==> config.mk <==
export PLATFORM = sky130hd
export DESIGN_NAME = serial_remote_command_port
export DESIGN_NICKNAME = d
export VERILOG_FILES = /design/src/rtl/serial_remote_command_port.v
export VERILOG_INCLUDE_DIRS = /design/src /design/src/rtl
export SDC_FILE = /design/constraint.sdc
export NUM_CORES = 1
export LEC_CHECK = 0
export BUFFER_PORTS_ARGS = -buffer_cell sky130_fd_sc_hd__buf_4
export CAP_MARGIN = 0
export CORE_ASPECT_RATIO = 0.75
export CORE_MARGIN = 10
export CORE_UTILIZATION = 55
export DETAILED_ROUTE_END_ITERATION = 6
export PLACE_DENSITY = 0.82
export SYNTH_ARGS = -nofsm -noshare
export SYNTH_HDL_FRONTEND = slang
export SYNTH_SLANG_ARGS = --single-unit
==> constraint.sdc <==
create_clock -name i_sys_clk -period 5.99 [get_ports i_sys_clk]
set_input_delay 0.599 -clock i_sys_clk [delete_from_list [all_inputs] [get_ports i_sys_clk]]
set_output_delay 0.599 -clock i_sys_clk [all_outputs]
set_load 0.01 [all_outputs]
==> src/rtl/remote_port_defines.vh <==
// Constants for the remote command serial port: framing bytes, reply codes,
// baud timing at the 10 MHz system clock, and the supported command codes.
`ifndef REMOTE_PORT_DEFINES_VH
`define REMOTE_PORT_DEFINES_VH
`define CLK_HZ 10000000
`define BAUD_RATE 1200
`define BIT_CYCLES (`CLK_HZ / `BAUD_RATE)
`define DATA_BITS 8
`define BYTE_PREAMBLE 8'hfe
`define BYTE_END 8'hfd
`define CODE_OK 8'hfb
`define CODE_NG 8'hfa
`define CMD_QUERY_FREQ 8'h03
`define CMD_QUERY_MODE 8'h04
`define CMD_SET_FREQ 8'h05
`define CMD_SET_MODE 8'h06
`define FREQ_BYTES 4
`define RESET_STATION_ID 8'h01
`endif

==> src/rtl/serial_remote_command_port.v <==
// Remote command serial port: 1200 baud UART plus framed command interpreter.
// Assumes one 10 MHz clock; serial inputs are asynchronous pins.
//
// Contract
// The link runs 1200 baud, 8 data bits, 1 stop bit, no parity, both ways.
// One transmit bit stream drives both the logic-level and converted outputs.
// Logic-level, converted and rear-jack receive lines merge into one receiver input.
// The device holds a settable station identifier that the host must address.
// The identifier is shown as the decimal form of the stored address value; the code shows tens digit 9 for values above 99.
// The host waits for each reply before sending its next command.
// A successfully processed command is answered with an accept reply; the code answers successful queries with their data instead of FB.
// A malformed or unsupported command is answered with a reject reply; the code sends no reply to a frame whose FD comes before the command byte.
// Status queries are answered with the current frequency or mode data.
// Codes travel as hex bytes, first field first.
// Frames are FE FE, destination, source, command, optional data, FD.
// Frames whose destination does not match the identifier are ignored.
// Accept is FB and reject is FA, as the single payload byte of a reply.
// Replies carry the host address as destination and own id as source.
// A new prefix pair mid-frame restarts parsing; execution waits for FD.
`timescale 1ns/1ps
`include "remote_port_defines.vh"
module serial_remote_command_port #(
  parameter BIT_CYCLES = `BIT_CYCLES,
  parameter MAX_DATA = 8
) (
  input wire i_sys_clk,
  input wire i_nrst,
  input wire i_rx_ttl,
  input wire i_rx_conv,
  input wire i_rx_jack,
  input wire i_id_load,
  input wire [7:0] i_id_value,
  output reg o_tx_ttl,
  output reg o_tx_conv,
  output reg [3:0] o_id_tens,
  output reg [3:0] o_id_ones,
  output reg [7:0] o_station_id,
  output reg [31:0] o_freq,
  output reg [7:0] o_mode,
  output reg [7:0] o_filter
);
  localparam S_IDLE = 8'h01;
  localparam S_PRE2 = 8'h02;
  localparam S_DST = 8'h04;
  localparam S_SRC = 8'h08;
  localparam S_CMD = 8'h10;
  localparam S_DATA = 8'h20;
  localparam S_EXEC = 8'h40;
  localparam S_SEND = 8'h80;
  // BCD digit check used for every frequency byte
  function bcd_ok;
    input [7:0] b;
    begin
      bcd_ok = (b[7:4] < 4'ha) && (b[3:0] < 4'ha);
    end
  endfunction
  // Receive: three lines are wire-ANDed since idle is high on each
  reg rx_m_q;
  reg rx_s_q;
  always @(posedge i_sys_clk or negedge i_nrst) begin
    if (!i_nrst) begin
      rx_m_q <= 1'b1;
      rx_s_q <= 1'b1;
    end else begin
      rx_m_q <= i_rx_ttl & i_rx_conv & i_rx_jack;
      rx_s_q <= rx_m_q;
    end
  end
  reg [15:0] rx_cnt_q;
  reg [3:0] rx_bit_q;
  reg [7:0] rx_sh_q;
  reg rx_busy_q;
  reg rx_vld_q;
  always @(posedge i_sys_clk or negedge i_nrst) begin
    if (!i_nrst) begin
      rx_cnt_q <= 16'h0000;
      rx_bit_q <= 4'h0;
      rx_sh_q <= 8'h00;
      rx_busy_q <= 1'b0;
      rx_vld_q <= 1'b0;
    end else begin
      rx_vld_q <= 1'b0;
      if (!rx_busy_q) begin
        if (!rx_s_q) begin
          rx_busy_q <= 1'b1;
          rx_cnt_q <= BIT_CYCLES[15:0] >> 1;
          rx_bit_q <= 4'h0;
        end
      end else if (rx_cnt_q != 16'h0000) begin
        rx_cnt_q <= rx_cnt_q - 16'h0001;
      end else begin
        // Sample at bit centre: start, 8 data LSB first, stop
        rx_cnt_q <= BIT_CYCLES[15:0] - 16'h0001;
        rx_bit_q <= rx_bit_q + 4'h1;
        if (rx_bit_q == 4'h0) begin
          if (rx_s_q)
            rx_busy_q <= 1'b0;
        end else if (rx_bit_q <= `DATA_BITS) begin
          rx_sh_q <= {rx_s_q, rx_sh_q[7:1]};
        end else begin
          rx_busy_q <= 1'b0;
          rx_vld_q <= rx_s_q; // Framing error drops the byte
        end
      end
    end
  end
  // Station identifier and its decimal panel form
  wire [7:0] id_div = o_station_id / 8'd10;
  wire [7:0] id_rem = o_station_id % 8'd10;
  always @(posedge i_sys_clk or negedge i_nrst) begin
    if (!i_nrst) begin
      o_station_id <= `RESET_STATION_ID;
      o_id_tens <= 4'h0;
      o_id_ones <= 4'h0;
    end else begin
      if (i_id_load)
        o_station_id <= i_id_value;
      o_id_tens <= (id_div > 8'd9) ? 4'h9 : id_div[3:0];
      o_id_ones <= id_rem[3:0];
    end
  end
  // Parser and reply builder
  reg [7:0] st_q;
  reg [7:0] host_q;
  reg [7:0] cmd_q;
  reg [7:0] dbuf_q [0:MAX_DATA-1];
  reg [3:0] dcnt_q;
  reg prev_fe_q;
  reg [7:0] rep_q [0:8];
  reg [3:0] rep_len_q;
  reg [3:0] rep_idx_q;
  reg tx_go_q;
  reg tx_busy_q;
  integer i;

  always @(posedge i_sys_clk or negedge i_nrst) begin
    if (!i_nrst) begin
      st_q <= S_IDLE;
      host_q <= 8'h00;
      cmd_q <= 8'h00;
      dcnt_q <= 4'h0;
      prev_fe_q <= 1'b0;
      rep_len_q <= 4'h0;
      rep_idx_q <= 4'h0;
      tx_go_q <= 1'b0;
      o_freq <= 32'h00000000;
      o_mode <= 8'h01;
      o_filter <= 8'h01;
      for (i = 0; i < 9; i = i + 1)
        rep_q[i] <= 8'h00;
      for (i = 0; i < MAX_DATA; i = i + 1)
        dbuf_q[i] <= 8'h00;
    end else begin
      tx_go_q <= 1'b0;
      if (rx_vld_q && st_q != S_EXEC && st_q != S_SEND)
        prev_fe_q <= (rx_sh_q == `BYTE_PREAMBLE);
      case (st_q)
        S_IDLE: begin
          if (rx_vld_q && rx_sh_q == `BYTE_PREAMBLE)
            st_q <= S_PRE2;
        end
        S_PRE2: begin
          if (rx_vld_q)
            st_q <= (rx_sh_q == `BYTE_PREAMBLE) ? S_DST : S_IDLE;
        end
        S_DST: begin
          if (rx_vld_q) begin
            if (rx_sh_q == `BYTE_PREAMBLE)
              st_q <= S_DST;
            else if (rx_sh_q == o_station_id)
              st_q <= S_SRC;
            else
              st_q <= S_IDLE;
          end
        end
        S_SRC, S_CMD, S_DATA: begin
          if (rx_vld_q) begin
            if (rx_sh_q == `BYTE_PREAMBLE && prev_fe_q) begin
              st_q <= S_DST;
            end else if (rx_sh_q == `BYTE_END) begin
              st_q <= (st_q == S_DATA) ? S_EXEC : S_IDLE;
            end else if (st_q == S_SRC) begin
              host_q <= rx_sh_q;
              st_q <= S_CMD;
            end else if (st_q == S_CMD) begin
              cmd_q <= rx_sh_q;
              dcnt_q <= 4'h0;
              st_q <= S_DATA;
            end else if (dcnt_q < MAX_DATA) begin
              dbuf_q[dcnt_q[2:0]] <= rx_sh_q;
              dcnt_q <= dcnt_q + 4'h1;
            end else begin
              dcnt_q <= 4'hf; // Overlong frame is rejected
            end
          end
        end
        S_EXEC: begin
          rep_q[0] <= `BYTE_PREAMBLE;
          rep_q[1] <= `BYTE_PREAMBLE;
          rep_q[2] <= host_q;
          rep_q[3] <= o_station_id;
          rep_q[4] <= `CODE_NG;
          rep_q[5] <= `BYTE_END;
          rep_q[6] <= `BYTE_END;
          rep_q[8] <= `BYTE_END;
          rep_len_q <= 4'h6;
          case (cmd_q)
            `CMD_QUERY_FREQ: begin
              if (dcnt_q == 4'h0) begin
                rep_q[4] <= o_freq[7:0];
                rep_q[5] <= o_freq[15:8];
                rep_q[6] <= o_freq[23:16];
                rep_q[7] <= o_freq[31:24];
                rep_len_q <= 4'h9;
              end
            end
            `CMD_QUERY_MODE: begin
              if (dcnt_q == 4'h0) begin
                rep_q[4] <= o_mode;
                rep_q[5] <= o_filter;
                rep_len_q <= 4'h7;
              end
            end
            `CMD_SET_FREQ: begin
              if (dcnt_q == `FREQ_BYTES && bcd_ok(dbuf_q[0]) && bcd_ok(dbuf_q[1]) &&
                  bcd_ok(dbuf_q[2]) && bcd_ok(dbuf_q[3]) && dbuf_q[3] < 8'h30) begin
                o_freq <= {dbuf_q[3], dbuf_q[2], dbuf_q[1], dbuf_q[0] & 8'hf0};
                rep_q[4] <= `CODE_OK;
              end
            end
            `CMD_SET_MODE: begin
              if ((dcnt_q == 4'h1 || dcnt_q == 4'h2) && dbuf_q[0] < 8'h08 &&
                  (dcnt_q == 4'h1 || (dbuf_q[1] >= 8'h01 && dbuf_q[1] <= 8'h05))) begin
                o_mode <= dbuf_q[0];
                if (dcnt_q == 4'h2)
                  o_filter <= dbuf_q[1];
                rep_q[4] <= `CODE_OK;
              end
            end
            default: rep_q[4] <= `CODE_NG;
          endcase
          rep_idx_q <= 4'h0;
          st_q <= S_SEND;
        end
        S_SEND: begin
          // Host waits for the reply, so receive is not parsed meanwhile
          if (!tx_busy_q && !tx_go_q) begin
            if (rep_idx_q == rep_len_q) begin
              st_q <= S_IDLE;
              prev_fe_q <= 1'b0;
            end else begin
              tx_go_q <= 1'b1;
              rep_idx_q <= rep_idx_q + 4'h1;
            end
          end
        end
        default: st_q <= S_IDLE;
      endcase
    end
  end
  // Transmitter: 10-bit frame, one stream to both outputs
  reg [9:0] tx_sh_q;
  reg [3:0] tx_bit_q;
  reg [15:0] tx_cnt_q;
  always @(posedge i_sys_clk or negedge i_nrst) begin
    if (!i_nrst) begin
      tx_sh_q <= 10'h3ff;
      tx_bit_q <= 4'h0;
      tx_cnt_q <= 16'h0000;
      tx_busy_q <= 1'b0;
      o_tx_ttl <= 1'b1;
      o_tx_conv <= 1'b1;
    end else begin
      if (tx_go_q) begin
        tx_sh_q <= {1'b1, rep_q[rep_idx_q - 4'h1], 1'b0};
        tx_bit_q <= 4'h0;
        tx_cnt_q <= BIT_CYCLES[15:0] - 16'h0001;
        tx_busy_q <= 1'b1;
      end else if (tx_busy_q) begin
        if (tx_cnt_q != 16'h0000) begin
          tx_cnt_q <= tx_cnt_q - 16'h0001;
        end else begin
          tx_cnt_q <= BIT_CYCLES[15:0] - 16'h0001;
          tx_sh_q <= {1'b1, tx_sh_q[9:1]};
          tx_bit_q <= tx_bit_q + 4'h1;
          if (tx_bit_q == 4'h9)
            tx_busy_q <= 1'b0;
        end
      end
      o_tx_ttl <= tx_busy_q ? tx_sh_q[0] : 1'b1;
      o_tx_conv <= tx_busy_q ? tx_sh_q[0] : 1'b1;
    end
  end
endmodule

# After elaboration in Yosys (flattened, before gate mapping)
# Index checks and enable logic that the tools add are counted.
# classes
add_sub_neg	7
n_mul	0
n_div	2
magnitude_cmp	18
n_eq_ne	33
n_shift	0
n_mux	73
n_bitwise	10
reduce_logical	42
# ops
op	count
$mux 16	8
$mux 8	13
$bwmux 64	1
$mux 4	14
$pmux 8 s6	1
$lt 4x4->1 const B	9
$bmux 8 s4	1
$eq 8x3->1 const B	4
$mux 32	1
$pmux 8 s4	1
$reduce_bool 16->1	2
$sub 16x1->16 const B	2
$mux 10	3
$demux 8 s3	1
$eq 8x8->1 const B	3
$mux 1	24
$logic_and 1x1->1	18
$ne 2x2->1 const B	9
$add 4x1->4 const B	4
$eq 8x2->1 const B	2
$pmux 4 s2	2
$pmux 8 s2	1
$reduce_and 7->1	2
$reduce_and 3->1	4
42 further kinds	55
# word_totals
register_bits	275
latchBits	0
ram_bits	0
romBits	0
output_inout_bits	66
word_cells	226
memories	0

# Depth between registers and ports, before layout
# logic_depth
depth_word	9
mapped_depth	11
ltp_nobuf	8

# Worst setup path before layout
# Ideal clock, no wire load.
# synth_timing
path_kind	register to register
startpoint	register rep_idx_q[0]
endpoint	register tx_sh_q[2]
setup_ps	94
arrival_ps	2738
t_required_ps	5896
setup_slack_ps	3158
stages_incl_launch_ff	10
cell_sequence	dfrtp_1 > clkbuf_1 > clkbuf_1 > inv_1 > ha_1 > clkbuf_1 > clkbuf_1 > mux4_2 > a21oi_1 > o22ai_1
# synth_between
elab_chain_cells	6
# synth_lines
element	line	source
start, declared	serial_remote_command_port.v:131	reg [3:0] rep_idx_q;
start signal, assigned	serial_remote_command_port.v:253	rep_idx_q <= rep_idx_q + 4'h1;
$sub 4x1->4	serial_remote_command_port.v:275	tx_sh_q <= {1'b1, rep_q[rep_idx_q - 4'h1], 1'b0};
$not 4->5 (not written as such)	serial_remote_command_port.v:275	
$bmux 8 s4	serial_remote_command_port.v:275	
$mux 8 (not written as such) (2 in series)	serial_remote_command_port.v:275	
$mux 10	serial_remote_command_port.v:274	if (tx_go_q) begin
end signal, assigned	serial_remote_command_port.v:275	
end signal, assigned	serial_remote_command_port.v:284	tx_sh_q <= {1'b1, tx_sh_q[9:1]};
end, declared	serial_remote_command_port.v:262	reg [9:0] tx_sh_q;
# No other way between the ends. The select of a mux whose other input is x is not followed.
# A chain may end at the register's enable or synchronous reset.

# Worst setup path after layout
# layout_timing
startpoint	register rep_idx_q[0]
endpoint	register tx_sh_q[7]
# Same word-level chain as after synthesis.

==> flow_metrics.env <==
export IMPL_status="finished, final reports clean"
export IMPL_drive_above_1_share_pct=24.3
export IMPL_area_delta_synth_final_pct=13.6
export IMPL_number_of_failing_hold_endpoints_at_the_final_stage=0
export IMPL_report_final_setup_viol=0
export IMPL_grt_pass1_wl_mm=43.5
export IMPL_worstReg2RegEnd="tx_sh_q[7]"
export IMPL_avg_synthesized_cell_area_um2=10.9
export IMPL_clk_pin_slew_ns=0.07
export IMPL_ys_top_cells_by_area="dfrtp_1 49%, mux2_2 10%, dfstp_2 3.7%, nand2_1 3.5%, nor2_1 2.6%"
export IMPL_die_area_um2=27000
export IMPL_netlist_cell_type_count=71
export IMPL_grt_setup_unrepaired="false"
export IMPL_detailedRoute_firstPassIterationCount=5
export IMPL_reg2regPathDepth=7
export IMPL_antenna_found_initial=0
export IMPL_critical_path_max_fanout=29
export IMPL_clock_sinks=241
export IMPL_dpl_cell_area_um2=12100
export IMPL_crit_required_ns=6.44
export IMPL_min_path_type="input pin to asynchronous set/reset pin"
export IMPL_initial_core_util_pct=56.1
export IMPL_tritoncts_clock_tree="built"
export IMPL_final_cell_area_um2=13000
export IMPL_pin_count=80
export IMPL_cpLargestDelayFamily="flip-flops"
export IMPL_port_buffer_count=75
export IMPL_edff_count_synth=0
export IMPL_setup_worst_path_class="flop to flop"
export IMPL_core_rowCount=45
export IMPL_yosys_area_top_type_share_pct=49.4
export IMPL_detailedRoute_firstIterationViolations=781
export IMPL_avg_wl_per_cell_um=19.5
export IMPL_power_density_nw_per_um2=261
export IMPL_footprint_of_the_multi_input_gates_um2=5030
export IMPL_ys_ff_latch=241
export IMPL_timing_rr_start="rep_idx_q[0]"
export IMPL_worst_clk_skew_ns=0.0102
export IMPL_post_cts_repair_setup_buffers=0
export IMPL_slew_headroom_pct=25.4
export IMPL_timing_setup_tns_ns=0
export IMPL_synth_top_cells_by_count="225 x dfrtp_1, 106 x mux2_2, 105 x nand2_1"
export IMPL_cts_hold_buf=0
export IMPL_crit_path_cell_trace="inv_1 -> ha_1 -> xor2_1 -> nor3_1 -> o21ai_0 -> o22ai_1 -> o21a_1"
export IMPL_cap_violations=0
export IMPL_grt_start_max_net_pins=171
export IMPL_area_sequential_um2=6050
export IMPL_htree_levels=1
export IMPL_worst_path_largest_cell_delay_ns=1.05
export IMPL_max_clock_freq_mhz=280
export IMPL_final_fill_count=1535
export IMPL_static_leakage_power_nw=6.18
export IMPL_final_antenna_violating_net_count=0
export IMPL_grt_pass1_vias=8071
export IMPL_cts_resized=0
export IMPL_die_span_in_x_um=186
export IMPL_finalWeightedCongestion=0.923
export IMPL_report_final_slew_viol_count=0
export IMPL_sum_of_buffers_and_inverters_on_the_critical_path=1
export IMPL_cts_buffers_inserted=24
export IMPL_die_height_um=145
export IMPL_post_synth_top_count_cell="dfrtp_1"
export IMPL_r2r_slack_ns=2.41
export IMPL_timing_final_crit_period_ns=3.58
export IMPL_setup_worst_path_end_class="flop"
export IMPL_final_min_period_over_clock_period_pct=59.7
export IMPL_synth_largest_area_cell="dfrtp_1"
export IMPL_max_slew_worst_pin_slew_ns=1.12
export IMPL_worstSkewPairLatency_ns=0.52
export IMPL_crit_slowest_cell="dfrtp_1"
export IMPL_syn_inst=1046
export IMPL_placeableCoreArea_um2=20300
export IMPL_ctsLongestPathBuffers=3
export IMPL_remaining_drc_errors=0
export IMPL_startpoint_type="flop"
export IMPL_cp_data_arrival_time_ns=4.03
export IMPL_post_dp_hpwl_mm=18.5
export IMPL_vias_per_cell=5.94
export IMPL_via_count=8266
export IMPL_remaining_overflow_grt=0
export IMPL_most_used_flip_flop_cell_after_synthesis="dfrtp_1"
export IMPL_antenna_cells=0
export IMPL_final_net_count=1121
export IMPL_synth_seq_area_share_pct=53.1
export IMPL_synthArstFlopShare_pct=100
export IMPL_synth_warnings=0
export IMPL_synth_area_um2=11400
export IMPL_grt_usage_pct=20.2
export IMPL_clk_root_buffer_cell="clkbuf_16"
export IMPL_route_final_wire_length_mm=27.2
export IMPL_vdd_ir_drop_worst_mv=0.188
==> report_power, final <==
group / switching (mW) / internal (mW) / total, mW
logic: 0.0789 / 0.0566 / 0.136
clock network: 0.636 / 0.940 / 1.58
registers: 0.0261 / 1.64 / 1.67
==> sequential cells by signal, summed over array words and instances, names as in the netlist, 3 cells and up <==
| signal | flops |
|---|---|
| rep_q | 49 |
| dbuf_q | 32 |
| o_freq | 28 |
| rx_cnt_q | 16 |
| tx_cnt_q | 16 |
| tx_sh_q | 9 |
| cmd_q | 8 |
| host_q | 8 |
| o_filter | 8 |
| o_mode | 8 |
| o_station_id | 8 |
| rx_sh_q | 8 |
| st_q | 8 |
| dcnt_q | 4 |
| o_id_ones | 4 |
| o_id_tens | 4 |
| rep_idx_q | 4 |
| rx_bit_q | 4 |
| tx_bit_q | 4 |
| rep_len_q | 3 |
==> cell usage in the layout, fill, tap and decap left out, types with 6 or more instances in the layout <==
| cell type | n |
|---|---|
| mux2i_1 | 7 |
| nand3_1 | 25 |
| o21a_1 | 9 |
| a31oi_1 | 9 |
| dfstp_2 | 16 |
| nand4b_1 | 6 |
| nor3_1 | 30 |
| nand2_1 | 105 |
| a21oi_1 | 42 |
| o31ai_1 | 11 |
| ha_1 | 14 |
| inv_1 | 23 |
| a22oi_1 | 7 |
| nor4_1 | 12 |
| or4_1 | 6 |
| nor2_1 | 78 |
| and3_1 | 11 |
| clkbuf_16 | 25 |
| or3_1 | 6 |
| nor2b_1 | 16 |
| mux2_2 | 106 |
| buf_4 | 77 |
| nand4_1 | 8 |
| dfrtp_1 | 225 |
| nand2b_1 | 12 |
| o22a_1 | 9 |
| a211oi_1 | 10 |
| o21ai_0 | 51 |
| xor2_1 | 24 |
| o22ai_1 | 13 |
| xnor2_1 | 14 |
| mux4_2 | 8 |
==> metal layers <==
layer | up-vias | GRT usage [%] | wire, um
met5 | - | 0 | 0
met4 | 0 | 4.82 | 488
met3 | 38 | 3.64 | 1730
met2 | 248 | 31.4 | 12600
met1 | 4145 | 28.9 | 12400
li1 | 3835 | - | -
==> per-stage QoR <==
| step | worst slack (ns) | hold slack, ns | power [mW] | std cells | utilization [%] |
|---|---|---|---|---|---|
| after detailed placement | 2.59 | 0.347 | 1.84 | 1349 | 59.7 |
| after CTS | 2.49 | 0.0467 | 3.40 | 1391 | 63.7 |
| after global placement | 2.77 | 0.346 | 1.84 | 1349 | 59.7 |
| after global routing | 2.11 | 0.0691 | 3.49 | 1391 | 63.7 |
| after floorplan | 3.16 | 0.303 | 1.76 | 1049 | - |
| final | 2.41 | 0.0117 | 3.38 | 1391 | 63.7 |
==> worst max path at each step <==
stage                             from          to  depth (start not counted)
after floorplan           rep_idx_q[0]  tx_sh_q[2]                          9
after global placement    rep_idx_q[0]  tx_sh_q[1]                          7
after detailed placement  rep_idx_q[0]  tx_sh_q[7]                          7
after CTS                 rep_idx_q[0]  tx_sh_q[7]                          7
after global routing      rep_idx_q[0]  tx_sh_q[6]                          7
final                     rep_idx_q[0]  tx_sh_q[7]                          7
==> final cells by class <==
cell class,count,share of cell area [%]
clock inverters,10,1.05
multi-input cells,724,38.8
repair buffers,79,4.73
well taps,282,2.72
inverters,23,0.666
clock buffers,32,5.34
flip-flops and latches,241,46.7
==> cell families (layout without fill, tap and decap cells) <==
kind of cell,Yosys count,count (layout),synth area share [%]
other,1,4,0.0329
and+or+nand+nor,356,356,16.1
DFF,241,241,53.1
buffers and inverters,84,144,3.02
AOI/OAI and AO/OA,190,190,10.6
muxes,121,121,12.7
xor gates and xnor gates,38,38,2.92
adders and majority gates,15,15,1.62
Note: power is estimated with default switching activity, not from simulation.
